File: src/psg_pkg.sv
// constants of the power status group: command selects, bit positions, resets
// assumes one 50 MHz clock domain; nothing here is device-identity related
package psg_pkg;
  localparam int DW = 16;
  localparam int SELW = 3;
  // register and command selects on the command port
  localparam logic [2:0] SEL_COND = 3'h0;
  localparam logic [2:0] SEL_RISE = 3'h1;
  localparam logic [2:0] SEL_FALL = 3'h2;
  localparam logic [2:0] SEL_LATCH = 3'h3;
  localparam logic [2:0] SEL_MASK = 3'h4;
  localparam logic [2:0] SEL_PROT_CLEAR = 3'h5;
  // condition bit positions
  localparam int BIT_REV_TRIP = 0;
  localparam int BIT_UNLEVEL = 1;
  localparam int BIT_MOD_DRIVE = 2;
  localparam int BIT_LOWBAND = 3;
  localparam int NSRC = 4;
  // bit 15 never stores anything
  localparam logic [15:0] KEEP_BITS = 16'h7FFF;
  localparam logic [15:0] RST_RISE = 16'h7FFF;
  localparam logic [15:0] RST_FALL = 16'h0000;
  localparam logic [15:0] RST_MASK = 16'h0000;
  localparam logic [15:0] RST_ZERO = 16'h0000;
  localparam logic [3:0] RST_SRC = 4'h0;
endpackage

File: src/psg_sync.sv
// three-stage synchroniser with agreement filter for asynchronous fault pins
// assumes rst_n synchronous to clk; output changes once stages two and three agree
`timescale 1ns/1ps
module psg_sync #(
  parameter int W = 4
) (
  input wire logic clk,
  input wire logic rst_n,
  input wire logic [W-1:0] pin,
  output logic [W-1:0] q_r
);
  logic [W-1:0] s1_r;
  logic [W-1:0] s2_r;
  logic [W-1:0] s3_r;

  // s1_r is read by s2_r only
  always_ff @(posedge clk) begin
    if (!rst_n) begin
      s1_r <= psg_pkg::RST_SRC;
      s2_r <= psg_pkg::RST_SRC;
      s3_r <= psg_pkg::RST_SRC;
    end else begin
      s1_r <= pin;
      s2_r <= s1_r;
      s3_r <= s2_r;
    end
  end

  // a disagreeing bit keeps its old value, so a single glitch never counts
  always_ff @(posedge clk) begin
    if (!rst_n) begin
      q_r <= psg_pkg::RST_SRC;
    end else begin
      q_r <= (s2_r & ~(s2_r ^ s3_r)) | (q_r & (s2_r ^ s3_r));
    end
  end
endmodule // psg_sync

File: src/psg_event_bank.sv
// sticky transition latch, one cell per bit
// assumes cond and prev are registered on the same clock
`timescale 1ns/1ps
module psg_event_bank (
  input wire logic clk,
  input wire logic rst_n,
  input wire logic [15:0] cond,
  input wire logic [15:0] prev,
  input wire logic [15:0] rise_en,
  input wire logic [15:0] fall_en,
  input wire logic clear,
  output logic [15:0] event_r
);
  genvar i;
  generate
    for (i = 0; i < psg_pkg::DW; i++) begin : g_cell
      logic hit;
      assign hit = (cond[i] & ~prev[i] & rise_en[i]) | (~cond[i] & prev[i] & fall_en[i]);
      // a new edge wins over the read-clear of the same cycle
      always_ff @(posedge clk) begin
        if (!rst_n) begin
          event_r[i] <= 1'b0;
        end else begin
          event_r[i] <= hit | (event_r[i] & ~clear);
        end
      end
    end
  endgenerate
endmodule // psg_event_bank

File: src/psg_power_status.sv
// power status group: live condition, transition filters, sticky latch, summary
// assumes fault pins are asynchronous; command port is synchronous to clk
`timescale 1ns/1ps

// Functional notes
// - bit 0 trips, cleared by protection clear
// - bit 1 follows unleveled loop report
// - bit 2 follows modulator drive excess flag
// - bit 3 follows lowband heater fault
// - bits 4 to 15 read zero
// - build options remove sources, reading zero
// - condition tracks live inputs, ignores writes
// - query returns binary weighted bit sum
// - enabled rising or falling edges set latch
// - latch bits hold until cleared
// - latch read returns and clears, unwritable
// - summary is any enabled latched bit
// - filters and mask read back last write, bit 15 zero
// - summary feeds parent power flag bit
module psg_power_status #(
  parameter bit HAS_REV_POWER = 1'b1,
  parameter bit HAS_MOD_DRIVE = 1'b1,
  parameter bit HAS_LOWBAND = 1'b1
) (
  input wire logic clk,
  input wire logic rst_n,
  input wire logic reverse_power_trip_in,
  input wire logic unleveled_in,
  input wire logic modulator_drive_excess_in,
  input wire logic lowband_heater_fault_in,
  input wire logic cmd_valid,
  input wire logic cmd_write,
  input wire logic [2:0] cmd_sel,
  input wire logic [15:0] cmd_wdata,
  output logic rsp_valid_r,
  output logic [15:0] rsp_data_r,
  output logic power_summary_r
);
  logic [3:0] src_pins;
  logic [3:0] src_q;
  logic [15:0] cond_r;
  logic [15:0] cond_nxt;
  logic [15:0] prev_r;
  logic [15:0] rise_r;
  logic [15:0] fall_r;
  logic [15:0] mask_r;
  logic [15:0] event_r;
  logic rd;
  logic wr;
  logic latch_rd;
  logic prot_clear;

  function automatic logic is_sel(input logic [2:0] sel, input logic [2:0] code);
    is_sel = (sel == code);
  endfunction

  assign src_pins = {lowband_heater_fault_in, modulator_drive_excess_in,
                     unleveled_in, reverse_power_trip_in};

  psg_sync #(.W(psg_pkg::NSRC)) u_sync (
    .clk(clk),
    .rst_n(rst_n),
    .pin(src_pins),
    .q_r(src_q)
  );

  assign rd = cmd_valid & ~cmd_write;
  assign wr = cmd_valid & cmd_write;
  assign latch_rd = rd & is_sel(cmd_sel, psg_pkg::SEL_LATCH);
  assign prot_clear = wr & is_sel(cmd_sel, psg_pkg::SEL_PROT_CLEAR);

  // condition has no write data path; only the protection clear write can drop bit 0
  always_comb begin
    cond_nxt = psg_pkg::RST_ZERO;
    // trip stays latched while the pin is low until protection is cleared
    cond_nxt[psg_pkg::BIT_REV_TRIP] = HAS_REV_POWER &
      (src_q[psg_pkg::BIT_REV_TRIP] |
       (cond_r[psg_pkg::BIT_REV_TRIP] & ~prot_clear));
    cond_nxt[psg_pkg::BIT_UNLEVEL] = src_q[psg_pkg::BIT_UNLEVEL];
    cond_nxt[psg_pkg::BIT_MOD_DRIVE] = HAS_MOD_DRIVE & src_q[psg_pkg::BIT_MOD_DRIVE];
    cond_nxt[psg_pkg::BIT_LOWBAND] = HAS_LOWBAND & src_q[psg_pkg::BIT_LOWBAND];
  end

  always_ff @(posedge clk) begin
    if (!rst_n) begin
      cond_r <= psg_pkg::RST_ZERO;
      prev_r <= psg_pkg::RST_ZERO;
    end else begin
      cond_r <= cond_nxt;
      prev_r <= cond_r;
    end
  end

  // filters and mask; software writes the weight sum of wanted bits
  always_ff @(posedge clk) begin
    if (!rst_n) begin
      rise_r <= psg_pkg::RST_RISE;
    end else if (wr && is_sel(cmd_sel, psg_pkg::SEL_RISE)) begin
      rise_r <= cmd_wdata & psg_pkg::KEEP_BITS;
    end
  end

  always_ff @(posedge clk) begin
    if (!rst_n) begin
      fall_r <= psg_pkg::RST_FALL;
    end else if (wr && is_sel(cmd_sel, psg_pkg::SEL_FALL)) begin
      fall_r <= cmd_wdata & psg_pkg::KEEP_BITS;
    end
  end

  always_ff @(posedge clk) begin
    if (!rst_n) begin
      mask_r <= psg_pkg::RST_MASK;
    end else if (wr && is_sel(cmd_sel, psg_pkg::SEL_MASK)) begin
      mask_r <= cmd_wdata & psg_pkg::KEEP_BITS;
    end
  end

  // writes to the latch select fall through: it is read-clear only
  psg_event_bank u_events (
    .clk(clk),
    .rst_n(rst_n),
    .cond(cond_r),
    .prev(prev_r),
    .rise_en(rise_r),
    .fall_en(fall_r),
    .clear(latch_rd),
    .event_r(event_r)
  );

  // one cycle behind the latch, kept registered so the parent sees a clean level
  always_ff @(posedge clk) begin
    if (!rst_n) begin
      power_summary_r <= 1'b0;
    end else begin
      power_summary_r <= |(event_r & mask_r);
    end
  end

  // query answer: the register word itself is the weighted sum
  always_ff @(posedge clk) begin
    if (!rst_n) begin
      rsp_valid_r <= 1'b0;
      rsp_data_r <= psg_pkg::RST_ZERO;
    end else begin
      rsp_valid_r <= rd;
      if (!rd) begin
        rsp_data_r <= psg_pkg::RST_ZERO;
      end else if (is_sel(cmd_sel, psg_pkg::SEL_COND)) begin
        rsp_data_r <= cond_r;
      end else if (is_sel(cmd_sel, psg_pkg::SEL_RISE)) begin
        rsp_data_r <= rise_r;
      end else if (is_sel(cmd_sel, psg_pkg::SEL_FALL)) begin
        rsp_data_r <= fall_r;
      end else if (latch_rd) begin
        rsp_data_r <= event_r;
      end else if (is_sel(cmd_sel, psg_pkg::SEL_MASK)) begin
        rsp_data_r <= mask_r;
      end else begin
        rsp_data_r <= psg_pkg::RST_ZERO;
      end
    end
  end

  // helper terms for the checks below
  logic [15:0] pos_hit;
  logic [15:0] neg_hit;
  logic [15:0] set_vec;
  logic mask_wr;
  logic [15:0] mask_wdata;
  assign pos_hit = cond_r & ~prev_r & rise_r;
  assign neg_hit = ~cond_r & prev_r & fall_r;
  assign set_vec = pos_hit | neg_hit;
  assign mask_wr = wr & is_sel(cmd_sel, psg_pkg::SEL_MASK);
  assign mask_wdata = cmd_wdata & psg_pkg::KEEP_BITS;
endmodule // psg_power_status

File: config.mk
export PLATFORM = sky130hd
export DESIGN_NAME = psg_power_status
export DESIGN_NICKNAME = d
export VERILOG_FILES = /design/src/psg_pkg.sv /design/src/psg_sync.sv /design/src/psg_event_bank.sv /design/src/psg_power_status.sv
export SDC_FILE = /design/constraint.sdc
export NUM_CORES = 1
export LEC_CHECK = 0
export ABC_CLOCK_PERIOD_IN_PS = 2200
export BUFFER_PORTS_ARGS = -buffer_cell sky130_fd_sc_hd__buf_4
export CORE_ASPECT_RATIO = 0.75
export CORE_MARGIN = 10
export CORE_UTILIZATION = 60
export CTS_BUF_LIST = sky130_fd_sc_hd__clkbuf_4
export CTS_CLUSTER_SIZE = 25
export DETAILED_ROUTE_END_ITERATION = 16
export GPL_ROUTABILITY_DRIVEN = 1
export GPL_TIMING_DRIVEN = 0
export PLACE_DENSITY = 0.81
export SYNTH_ARGS = -nofsm -noshare
export SYNTH_HDL_FRONTEND = slang
export SYNTH_SLANG_ARGS = --single-unit
File: constraint.sdc
create_clock -name clk -period 2.2 [get_ports clk]
set_input_delay 0.33 -clock clk [delete_from_list [all_inputs] [get_ports clk]]
set_output_delay 0.33 -clock clk [all_outputs]
set_load 0.01 [all_outputs]
==> flow_metrics.py, run 1 <==
metrics = {
    "route": {
        "drc": 0,
        "routed_wirelength_um": 11530,
        "drt_iter0_markers": 499,
        "wl_per_cell_um": 18.59,
        "antenna_left": 0,
        "vias": 3763,
        "dr.pass1.iters": 5,
        "viasPerCell": 6.069,
    },
    "status": {
        "status": "completed",
    },
    "global_routing": {
        "grt_use_met3_pct": 6.847,
        "overflow": 0,
        "grt_max_degree": 19,
        "use_met2_pct": 29.95,
        "grt_busiest_layer": "met1",
        "antenna_found_initial": 0,
        "grt_pass1_wl_um": 18570,
        "grt_pass1_vias": 3549,
        "grt_use_total_pct": 21.10,
        "gr-usage-met1_pct": 30.03,
    },
    "synthesis": {
        "synthCells": 463,
        "ys.warnings.count": 0,
        "synthFlopType": "dfxtp_1",
        "yosysSeqAreaShare_pct": 48.03,
        "synth_cell_types": 42,
        "syn_area_per_cell_sq_um": 9.272,
        "syn_area_sq_um": 4293,
        "post-synth-top-area-cell": "dfxtp_1",
        "synth-seq-cells": 103,
        "ys_top_cells_by_area": "dfxtp_1, nand3_1, o21ai_0",
        "syn-num-nets": 490,
        "synth_edf_count": 0,
        "async_flop_share_pct": 0,
        "synth_top_area_share_pct": 48.03,
    },
    "clock_tree": {
        "cts_hold_buf": 0,
        "worstSkewPairLatency_ps": 450,
        "cts_tree": "done",
        "cts-root-buf": "clkbuf_4",
        "numCtsBuffers": 9,
        "clk_pin_slew_worst_paths_ps": 150,
        "h-tree-depth": 3,
        "postCtsSetupBuffers": 0,
        "cts_buffer_depth": 2,
        "cts.sinks": 103,
        "cts_resized": 0,
    },
    "timing": {
        "setup_violations": 0,
        "hold-worst-slack_ps": 65.31,
        "fin_crit_ps": 1267,
        "slew_headroom_pct": 63.23,
        "worst_pin_slew_ps": 551.6,
        "timing.final.crit_share_pct": 57.59,
        "fin_tns_setup_ps": 0,
        "fin_ws_ps": 933.0,
        "finalHoldViolCount": 0,
        "clock_skew_ps": 6.585,
        "max_freq_ghz": 0.7892,
        "finalMaxSlewViolations": 0,
        "rsz0062_at_grt": "no",
    },
    "cells_and_area": {
        "design_area_sq_um": 4863,
        "antennaDiodeCount": 0,
        "syn_to_final_growth_pct": 13.29,
        "nets": 544,
        "filler_cell_count": 564,
        "fin_util_pct": 70.52,
        "drive_above_1_share_pct": 16.86,
        "stdcell_count": 620,
    },
    "die": {
        "fp.dieH_um": 93.26,
        "die_w_um": 117.7,
        "ios": 45,
        "coreArea_sq_um": 6897,
        "rows": 26,
        "initial_core_util_pct": 62.25,
        "dieArea_sq_um": 10970,
    },
    "power": {
        "vdd_drop_max_mv": 0.4080,
        "p_per_area_nw_per_um2": 629.9,
        "p_leak_nw": 1.860,
        "finalPower_mw": 3.063,
    },
    "critical_path": {
        "arrival_ps": 940,
        "cp-start-kind": "flop",
        "required_ps": 1870,
        "path_buf_inv": 1,
        "critPathMaxFanout": 1,
        "cp_top_family": "flip-flops",
        "slowest_delay_ps": 360,
        "critPathSlowestCell": "dfxtp_1",
        "crit_type": "reg -> out",
        "end_kind": "primary output",
        "crit_chain": "buf_4",
    },
    "placement": {
        "port_buffers": 43,
        "post-place-cells": 604,
        "dp_slack_ps": 517.9,
        "place_area_sq_um": 4738,
        "place_hpwl_um": 8780,
        "gp_congestion": 0.9675,
    },
    "run": {
        "max-cap-violations": 0,
    },
    "min_path": {
        "hold_class": "in -> reg",
    },
}
-- sequential cells by signal, indices dropped and copies added (netlist names), named ones only --
| signal | count |
|---|---|
| cond_r | 4 |
| rsp_data_r | 16 |
| u_events.event_r | 16 |
| power_summary_r | 1 |
| u_sync.s2_r | 4 |
| mask_r | 15 |
| u_sync.s1_r | 4 |
| fall_r | 15 |
| prev_r | 4 |
| rsp_valid_r | 1 |
| u_sync.s3_r | 4 |
| rise_r | 15 |
-- where the power goes --
part	leakage [nW]	total, mW	internal, mW	switching (mW)
Sequential	0.834	1.91	1.89	0.0138
Combinational	0.961	0.279	0.108	0.171
Clock	0.0656	0.878	0.245	0.634
-- layout by cell type, fill, tap and decap left out, types with 8 or more instances in the layout --
master    instances
clkbuf_1         24
buf_4            44
nor2_1           13
o21ai_1          15
nand2_1          13
a21boi_1         14
and3_1           12
dfxtp_1         103
and2_1           20
buf_6             9
a21boi_0         24
buf_2             8
o21ai_0          47
a211oi_1          9
and3b_1          23
nand3_1          63
clkbuf_4          9
a21oi_1          11
-- path summary, 6_finish.rpt --
check,slack (ps),from,to,cells after the start
max,930,rsp_data_r[1]$_SDFF_PP0_,rsp_data_r[1],1
min,70,lowband_heater_fault_in,u_sync.s1_r[3]$_SDFF_PN0_,2
max reg2reg,990,u_events.event_r[1]$_SDFF_PN0_,power_summary_r$_SDFF_PN0_,3
min reg2reg,440,u_events.event_r[15]$_SDFF_PN0_,rsp_data_r[15]$_SDFF_PP0_,2
-- routing by layer --
layer / up-vias / part of all wire, % / wire (um)
li1: 1784 / - / -
met1: 1729 / 47 / 5384
met2: 227 / 40 / 4605
met3: 23 / 12 / 1402
met4: 0 / 1.2 / 133
met5: - / 0 / 0
-- cell usage after synthesis, types with 3 or more instances --
master    instances
a211oi_1          9
a21boi_0         24
a21boi_1         14
a21oi_1          11
a22oi_1           6
and2_1           20
and3_1           12
and3b_1          23
buf_2             8
buf_6             9
clkbuf_1         24
dfxtp_1         103
nand2_1          13
nand3_1          63
nand3b_1          4
nor2_1           13
o21a_1            6
o21ai_0          47
o21ai_1          15
o31ai_1           3
-- cell type report --
type	count	area (sq um)	area share [%]
Buffer	43	244.0	5.017
Clock buffer	9	67.56	1.389
Clock inverter	7	57.56	1.183
Inverter	2	7.507	0.1544
Multi-Input combinational cell	315	1979	40.70
Sequential cell	103	2062	42.40
Tap cell	98	122.6	2.521
Timing Repair Buffer	43	322.8	6.638
-- worst register-to-register path: cells and delay by family (launching register included) --
family | cells | cell delay (ps)
AND/OR/NAND/NOR | 1 | 120
AO/OA/AOI/OAI | 2 | 640
flip-flops | 1 | 370
-- cell families after synthesis --
logic type	synth area share, %
flip-flops	48.03
multiplexers	0.9909
AND/OR/NAND/NOR	22.76
buffers and inverters	5.859
AO/OA/AOI/OAI	22.35
(Power assumes the default switching activity.)
==> run 2, diff against run 1 <==
ABC_CLOCK_PERIOD_IN_PS = 1130   (was 2200)
CORE_UTILIZATION = 55   (was 60)
PLACE_DENSITY = 0.78   (was 0.81)
clock period = 1.13 ns   (was 2.2 ns; I/O delays follow)
==> flow_metrics.py, run 2 (synthesized netlist as in run 1, its figures left out) <==
metrics = {
    "die": {
        "fp.dieH_um": 96.51,
        "dieArea_sq_um": 11780,
        "coreArea_sq_um": 7466,
        "ios": 45,
        "die_w_um": 122.0,
        "initial_core_util_pct": 57.50,
        "rows": 27,
    },
    "critical_path": {
        "cp-start-kind": "flop",
        "crit_type": "reg -> reg",
        "required_ps": 1500,
        "critPathMaxFanout": 2,
        "arrival_ps": 1550,
        "end_kind": "flop",
        "r2r_start": "mask_r[1]$_SDFFE_PN0P_",
        "r2r-end": "power_summary_r$_SDFF_PN0_",
        "r2r_setup_slack_ps": -50,
        "reg2reg_depth": 3,
    },
    "cells_and_area": {
        "filler_cell_count": 592,
        "layout_common_cells": "dfxtp_1, nand3_1, o21ai_0, buf_4, a21boi_0",
        "nets": 565,
        "regArea_sq_um": 2077,
        "drive_above_1_share_pct": 19.52,
        "stdcell_count": 644,
        "syn_to_final_growth_pct": 19.88,
        "layout_commonest_cell": "dfxtp_1",
        "multiInputGateArea_sq_um": 1987,
        "largestRegisters": "rsp_data_r x16, u_events.event_r x16",
        "antennaDiodeCount": 0,
        "fin_util_pct": 68.93,
    },
    "route": {
        "wl_per_cell_um": 18.59,
        "drc": 0,
        "drt_iter0_markers": 426,
        "antenna_left": 0,
        "vias": 3853,
        "routed_wirelength_um": 11970,
        "viasPerCell": 5.983,
        "dr.pass1.iters": 5,
    },
    "placement": {
        "place_hpwl_um": 8909,
        "port_buffers": 43,
        "post-place-cells": 607,
        "gp_congestion": 0.9470,
    },
    "power": {
        "clockPowerShare_pct": 30.7,
        "combinationalPowerShare_pct": 9.7,
        "power_switching_mw": 1.598,
        "vdd_drop_max_mv": 0.5716,
        "internal_power_mw": 4.623,
        "swShare_pct": 25.69,
        "p_seq_share_pct": 59.7,
        "p_leak_nw": 1.975,
        "finalPower_mw": 6.221,
        "p_per_area_nw_per_um2": 1209,
    },
    "status": {
        "status": "finished, violations left",
        "violations": "negative setup slack",
    },
    "timing": {
        "finalMaxSlewViolations": 0,
        "setup_violations": 1,
        "slew_headroom_pct": 64.03,
        "rsz0062_at_grt": "yes",
        "fin_crit_ps": 1182,
        "fin_tns_setup_ps": -51.55,
        "finalHoldViolCount": 0,
        "timing.final.crit_share_pct": 104.6,
        "worst_pin_slew_ps": 539.5,
        "max_freq_ghz": 0.8463,
        "fin_ws_ps": -51.55,
        "clock_skew_ps": 6.781,
    },
    "clock_tree": {
        "clk_pin_slew_worst_paths_ps": 150,
        "cts-root-buf": "clkbuf_4",
        "cts_tree": "done",
        "cts.sinks": 103,
        "cts_buffer_depth": 2,
        "numCtsBuffers": 9,
        "h-tree-depth": 3,
        "worstSkewPairLatency_ps": 460,
    },
    "global_routing": {
        "grt_max_degree": 18,
        "grt_pass1_vias": 3673,
        "overflow": 0,
        "grt_use_total_pct": 20.74,
        "antenna_found_initial": 0,
        "grt_pass1_wl_um": 19130,
    },
    "min_path": {
        "hold_depth": 5,
        "hold_start": "cmd_sel[1]",
        "whs_endpoint": "mask_r[5]$_SDFFE_PN0P_",
        "hold_class": "in -> reg",
    },
    "run": {
        "max-cap-violations": 0,
    },
}
==> run 2: cell types whose count changed in the layout (fill, tap and decap cells not counted), sizes merged <==
cell	change
dlygate4sd3	+19
bufinv	+1
buf	+2
clkinvlp	+1
clkinv	-2
==> run 2: per-stage QoR <==
stage                     hold WS (ps)  setup slack [ps]  area (sq um)
after detailed placement         381.3            -393.8          4753
after floorplan                  296.8            -88.73          4304
after CTS                        163.4            -21.46          5094
final                            173.8            -51.55          5146
after global placement           376.3            -364.2          4753
after global routing             178.3            -141.4          5146
==> run 2: worst max path at each step <==
stage / start / end / depth (start not counted)
6_report: mask_r[1]$_SDFFE_PN0P_ / power_summary_r$_SDFF_PN0_ / 3
3_3_place_gp: cmd_sel[2] / rsp_data_r[6]$_SDFF_PP0_ / 6
5_1_grt: mask_r[1]$_SDFFE_PN0P_ / power_summary_r$_SDFF_PN0_ / 3
3_5_place_dp: cmd_sel[2] / rsp_data_r[4]$_SDFF_PP0_ / 6
2_1_floorplan: cmd_sel[1] / rise_r[0]$_SDFFE_PN1P_ / 6
4_1_cts: mask_r[1]$_SDFFE_PN0P_ / power_summary_r$_SDFF_PN0_ / 3
==> run 2: power groups by stage <==
| stage | clock network [mW] | logic, mW | registers (mW) |
|---|---|---|---|
| floorplan | 0 | 0.306 | 3.78 |
| global placement | 0 | 0.520 | 3.79 |
| detailed placement | 0 | 0.525 | 3.79 |
| CTS | 1.92 | 0.579 | 3.71 |
| global route | 2.06 | 0.643 | 3.72 |
| finish | 1.91 | 0.600 | 3.71 |
==> run 2: what timing repair did <==
item,CTS,global route
hold endpoints to repair,46,0
setup buffers,1,1
resized for setup,2,23
setup endpoints to repair,1,17
pin swaps,2,2
hold buffers,19,0
==> run 2: layout make-up <==
cell class	instances	share of cell area (%)
clock buffer	9	1.313
timing repair buffer	64	10.77
clock inverter	7	1.410
buffer	43	4.936
inverter	2	0.1459
sequential	103	40.36
multi-input combinational	315	38.61
tap	101	2.456
==> run 2: routing by layer <==
| metal | GRT usage (%) | part of all wire, % | vias up | wire length (um) |
|---|---|---|---|---|
| li1 | - | - | 1821 | - |
| met1 | 29.16 | 45 | 1806 | 5429 |
| met2 | 31.04 | 42 | 211 | 4989 |
| met3 | 5.446 | 12 | 15 | 1440 |
| met4 | 4.950 | 0.94 | 0 | 112 |
| met5 | 0 | 0 | - | 0 |
==> run 2: worst max-delay path: stages (launching register included) <==
cell and delay (ps):
dfxtp_2 350, a222oi_1 420, nand3_1 130, o21a_1 190
==> run 3, diff against run 2 <==
BUFFER_PORTS_ARGS = -buffer_cell sky130_fd_sc_hd__buf_2   (was -buffer_cell sky130_fd_sc_hd__buf_4)
CORE_UTILIZATION = 52   (was 55)
CTS_BUF_LIST = default   (was sky130_fd_sc_hd__clkbuf_4)
PLACE_DENSITY = 0.75   (was 0.78)
==> flow_metrics.py, run 3 (synthesized netlist as in run 1, its figures left out) <==
metrics = {
    "global_routing": {
        "grt_max_degree": 17,
        "antenna_found_initial": 0,
        "overflow": 0,
        "grt_pass1_wl_um": 18750,
        "grt_use_total_pct": 18.78,
        "grt_pass1_vias": 3508,
    },
    "cells_and_area": {
        "syn_to_final_growth_pct": 14.92,
        "fin_util_pct": 62.04,
        "nets": 551,
        "design_area_sq_um": 4933,
        "antennaDiodeCount": 0,
        "stdcell_count": 634,
        "layout_commonest_cell": "dfxtp_1",
        "largestRegisters": "rsp_data_r x16, u_events.event_r x16",
        "layout_common_cells": "dfxtp_1, nand3_1, buf_2, o21ai_0, a21boi_0",
        "filler_cell_count": 658,
        "drive_above_1_share_pct": 20.23,
    },
    "clock_tree": {
        "cts.sinks": 103,
        "clk_pin_slew_worst_paths_ps": 100,
        "cts-root-buf": "clkbuf_8",
        "cts_tree": "done",
        "cts_buffer_depth": 2,
        "numCtsBuffers": 9,
        "worstSkewPairLatency_ps": 370,
        "h-tree-depth": 3,
    },
    "timing": {
        "finalHoldViolCount": 0,
        "slew_headroom_pct": 65.36,
        "clock_skew_ps": 11.69,
        "fin_crit_ps": 1225,
        "timing.final.crit_share_pct": 108.4,
        "fin_ws_ps": -95.09,
        "worst_pin_slew_ps": 519.6,
        "rsz0062_at_grt": "yes",
        "finalMaxSlewViolations": 0,
        "setup_violations": 1,
        "max_freq_ghz": 0.8163,
    },
    "run": {
        "max-cap-violations": 0,
    },
    "critical_path": {
        "critPathSlowestCell": "a222oi_1",
        "required_ps": 1390,
        "crit_type": "reg -> reg",
        "critPathMaxFanout": 3,
        "slowest_delay_ps": 430,
        "cp_top_family": "compound AO/OA/AOI/OAI gates",
        "end_kind": "flop",
        "cp-start-kind": "flop",
        "path_buf_inv": 0,
        "crit_chain": "a222oi_1 -> nand3_1 -> o21a_1",
        "arrival_ps": 1490,
    },
    "placement": {
        "post-place-cells": 611,
        "port_buffers": 43,
        "gp_congestion": 0.9903,
        "place_hpwl_um": 8794,
        "place_area_sq_um": 4651,
    },
    "die": {
        "rows": 28,
        "initial_core_util_pct": 53.98,
        "dieArea_sq_um": 12330,
        "ios": 45,
        "fp.dieH_um": 98.69,
        "coreArea_sq_um": 7953,
        "die_w_um": 124.9,
    },
    "power": {
        "swShare_pct": 24.85,
        "finalPower_mw": 6.400,
        "p_seq_share_pct": 57.9,
        "combinationalPowerShare_pct": 8.4,
        "p_leak_nw": 1.928,
        "clockPowerShare_pct": 33.7,
        "p_per_area_nw_per_um2": 1297,
        "internal_power_mw": 4.810,
        "power_switching_mw": 1.590,
        "vdd_drop_max_mv": 0.8754,
    },
    "route": {
        "dr.pass1.iters": 5,
        "vias": 3731,
        "routed_wirelength_um": 11690,
        "drc": 0,
        "drt_iter0_markers": 450,
        "viasPerCell": 5.885,
        "wl_per_cell_um": 18.44,
        "antenna_left": 0,
    },
    "status": {
        "violations": "negative setup slack",
        "status": "finished, violations left",
    },
    "min_path": {
        "hold_class": "in -> reg",
    },
}
## run 3: final cells by class
class | instances | area [sq um] | area share, %
Inverter | 2 | 7.507 | 0.1522
Tap cell | 105 | 131.4 | 2.663
Multi-Input combinational cell | 315 | 2002 | 40.58
Clock inverter | 4 | 30.03 | 0.6087
Buffer | 42 | 256.5 | 5.199
Clock buffer | 12 | 155.1 | 3.145
Sequential cell | 103 | 2066 | 41.87
Timing Repair Buffer | 51 | 285.3 | 5.782
## run 3: final timing paths
check,slack [ps],cells after the start,end,startpoint
setup reg to reg,-100,3,power_summary_r$_SDFF_PN0_,mask_r[1]$_SDFFE_PN0P_
hold reg to reg,430,1,u_sync.s2_r[1]$_SDFF_PN0_,u_sync.s1_r[1]$_SDFF_PN0_
hold / removal,70,3,mask_r[1]$_SDFFE_PN0P_,cmd_wdata[1]
setup / recovery,-100,3,power_summary_r$_SDFF_PN0_,mask_r[1]$_SDFFE_PN0P_
## run 3: routing by layer
layer	up-vias	part of all wire [%]	track usage, %
li1	1787	-	-
met1	1723	45	26.53
met2	205	39	25.69
met3	16	14	7.816
met4	0	1.2	4.417
met5	-	0	0
## run 3: repair_timing
action,CTS,global route
resized for setup,4,21
gates cloned,0,0
buffers inserted,0,4
pin swaps,2,1
endpoints found under the setup margin,7,34
endpoints found under the hold margin,4,0
hold buffers,4,0
## run 3: per-stage QoR
step | hold WS [ps] | setup TNS, ps | worst slack, ps
final | 66.47 | -95.09 | -95.09
after CTS | 61.94 | -48.38 | -48.38
after detailed placement | 378.1 | -26970 | -406.3
after floorplan | 296.8 | -1421 | -88.73
after global routing | 65.76 | -195.3 | -195.3
after global placement | 373.8 | -25040 | -384.8
## run 3: worst min-delay path: cells and delay by family
| kind | cells | cell delay (ps) |
|---|---|---|
| and+or+nand+nor | 1 | 60 |
| AOI/OAI and AO/OA | 1 | 50 |
| buffers and inverters | 1 | 120 |
## run 3: power by group through the flow
stage / registers (mW) / logic (mW) / clock network [mW]
finish: 3.70 / 0.540 / 2.16
global route: 3.71 / 0.583 / 2.34
CTS: 3.70 / 0.513 / 2.19
detailed placement: 3.79 / 0.498 / 0
global placement: 3.79 / 0.494 / 0
floorplan: 3.78 / 0.306 / 0
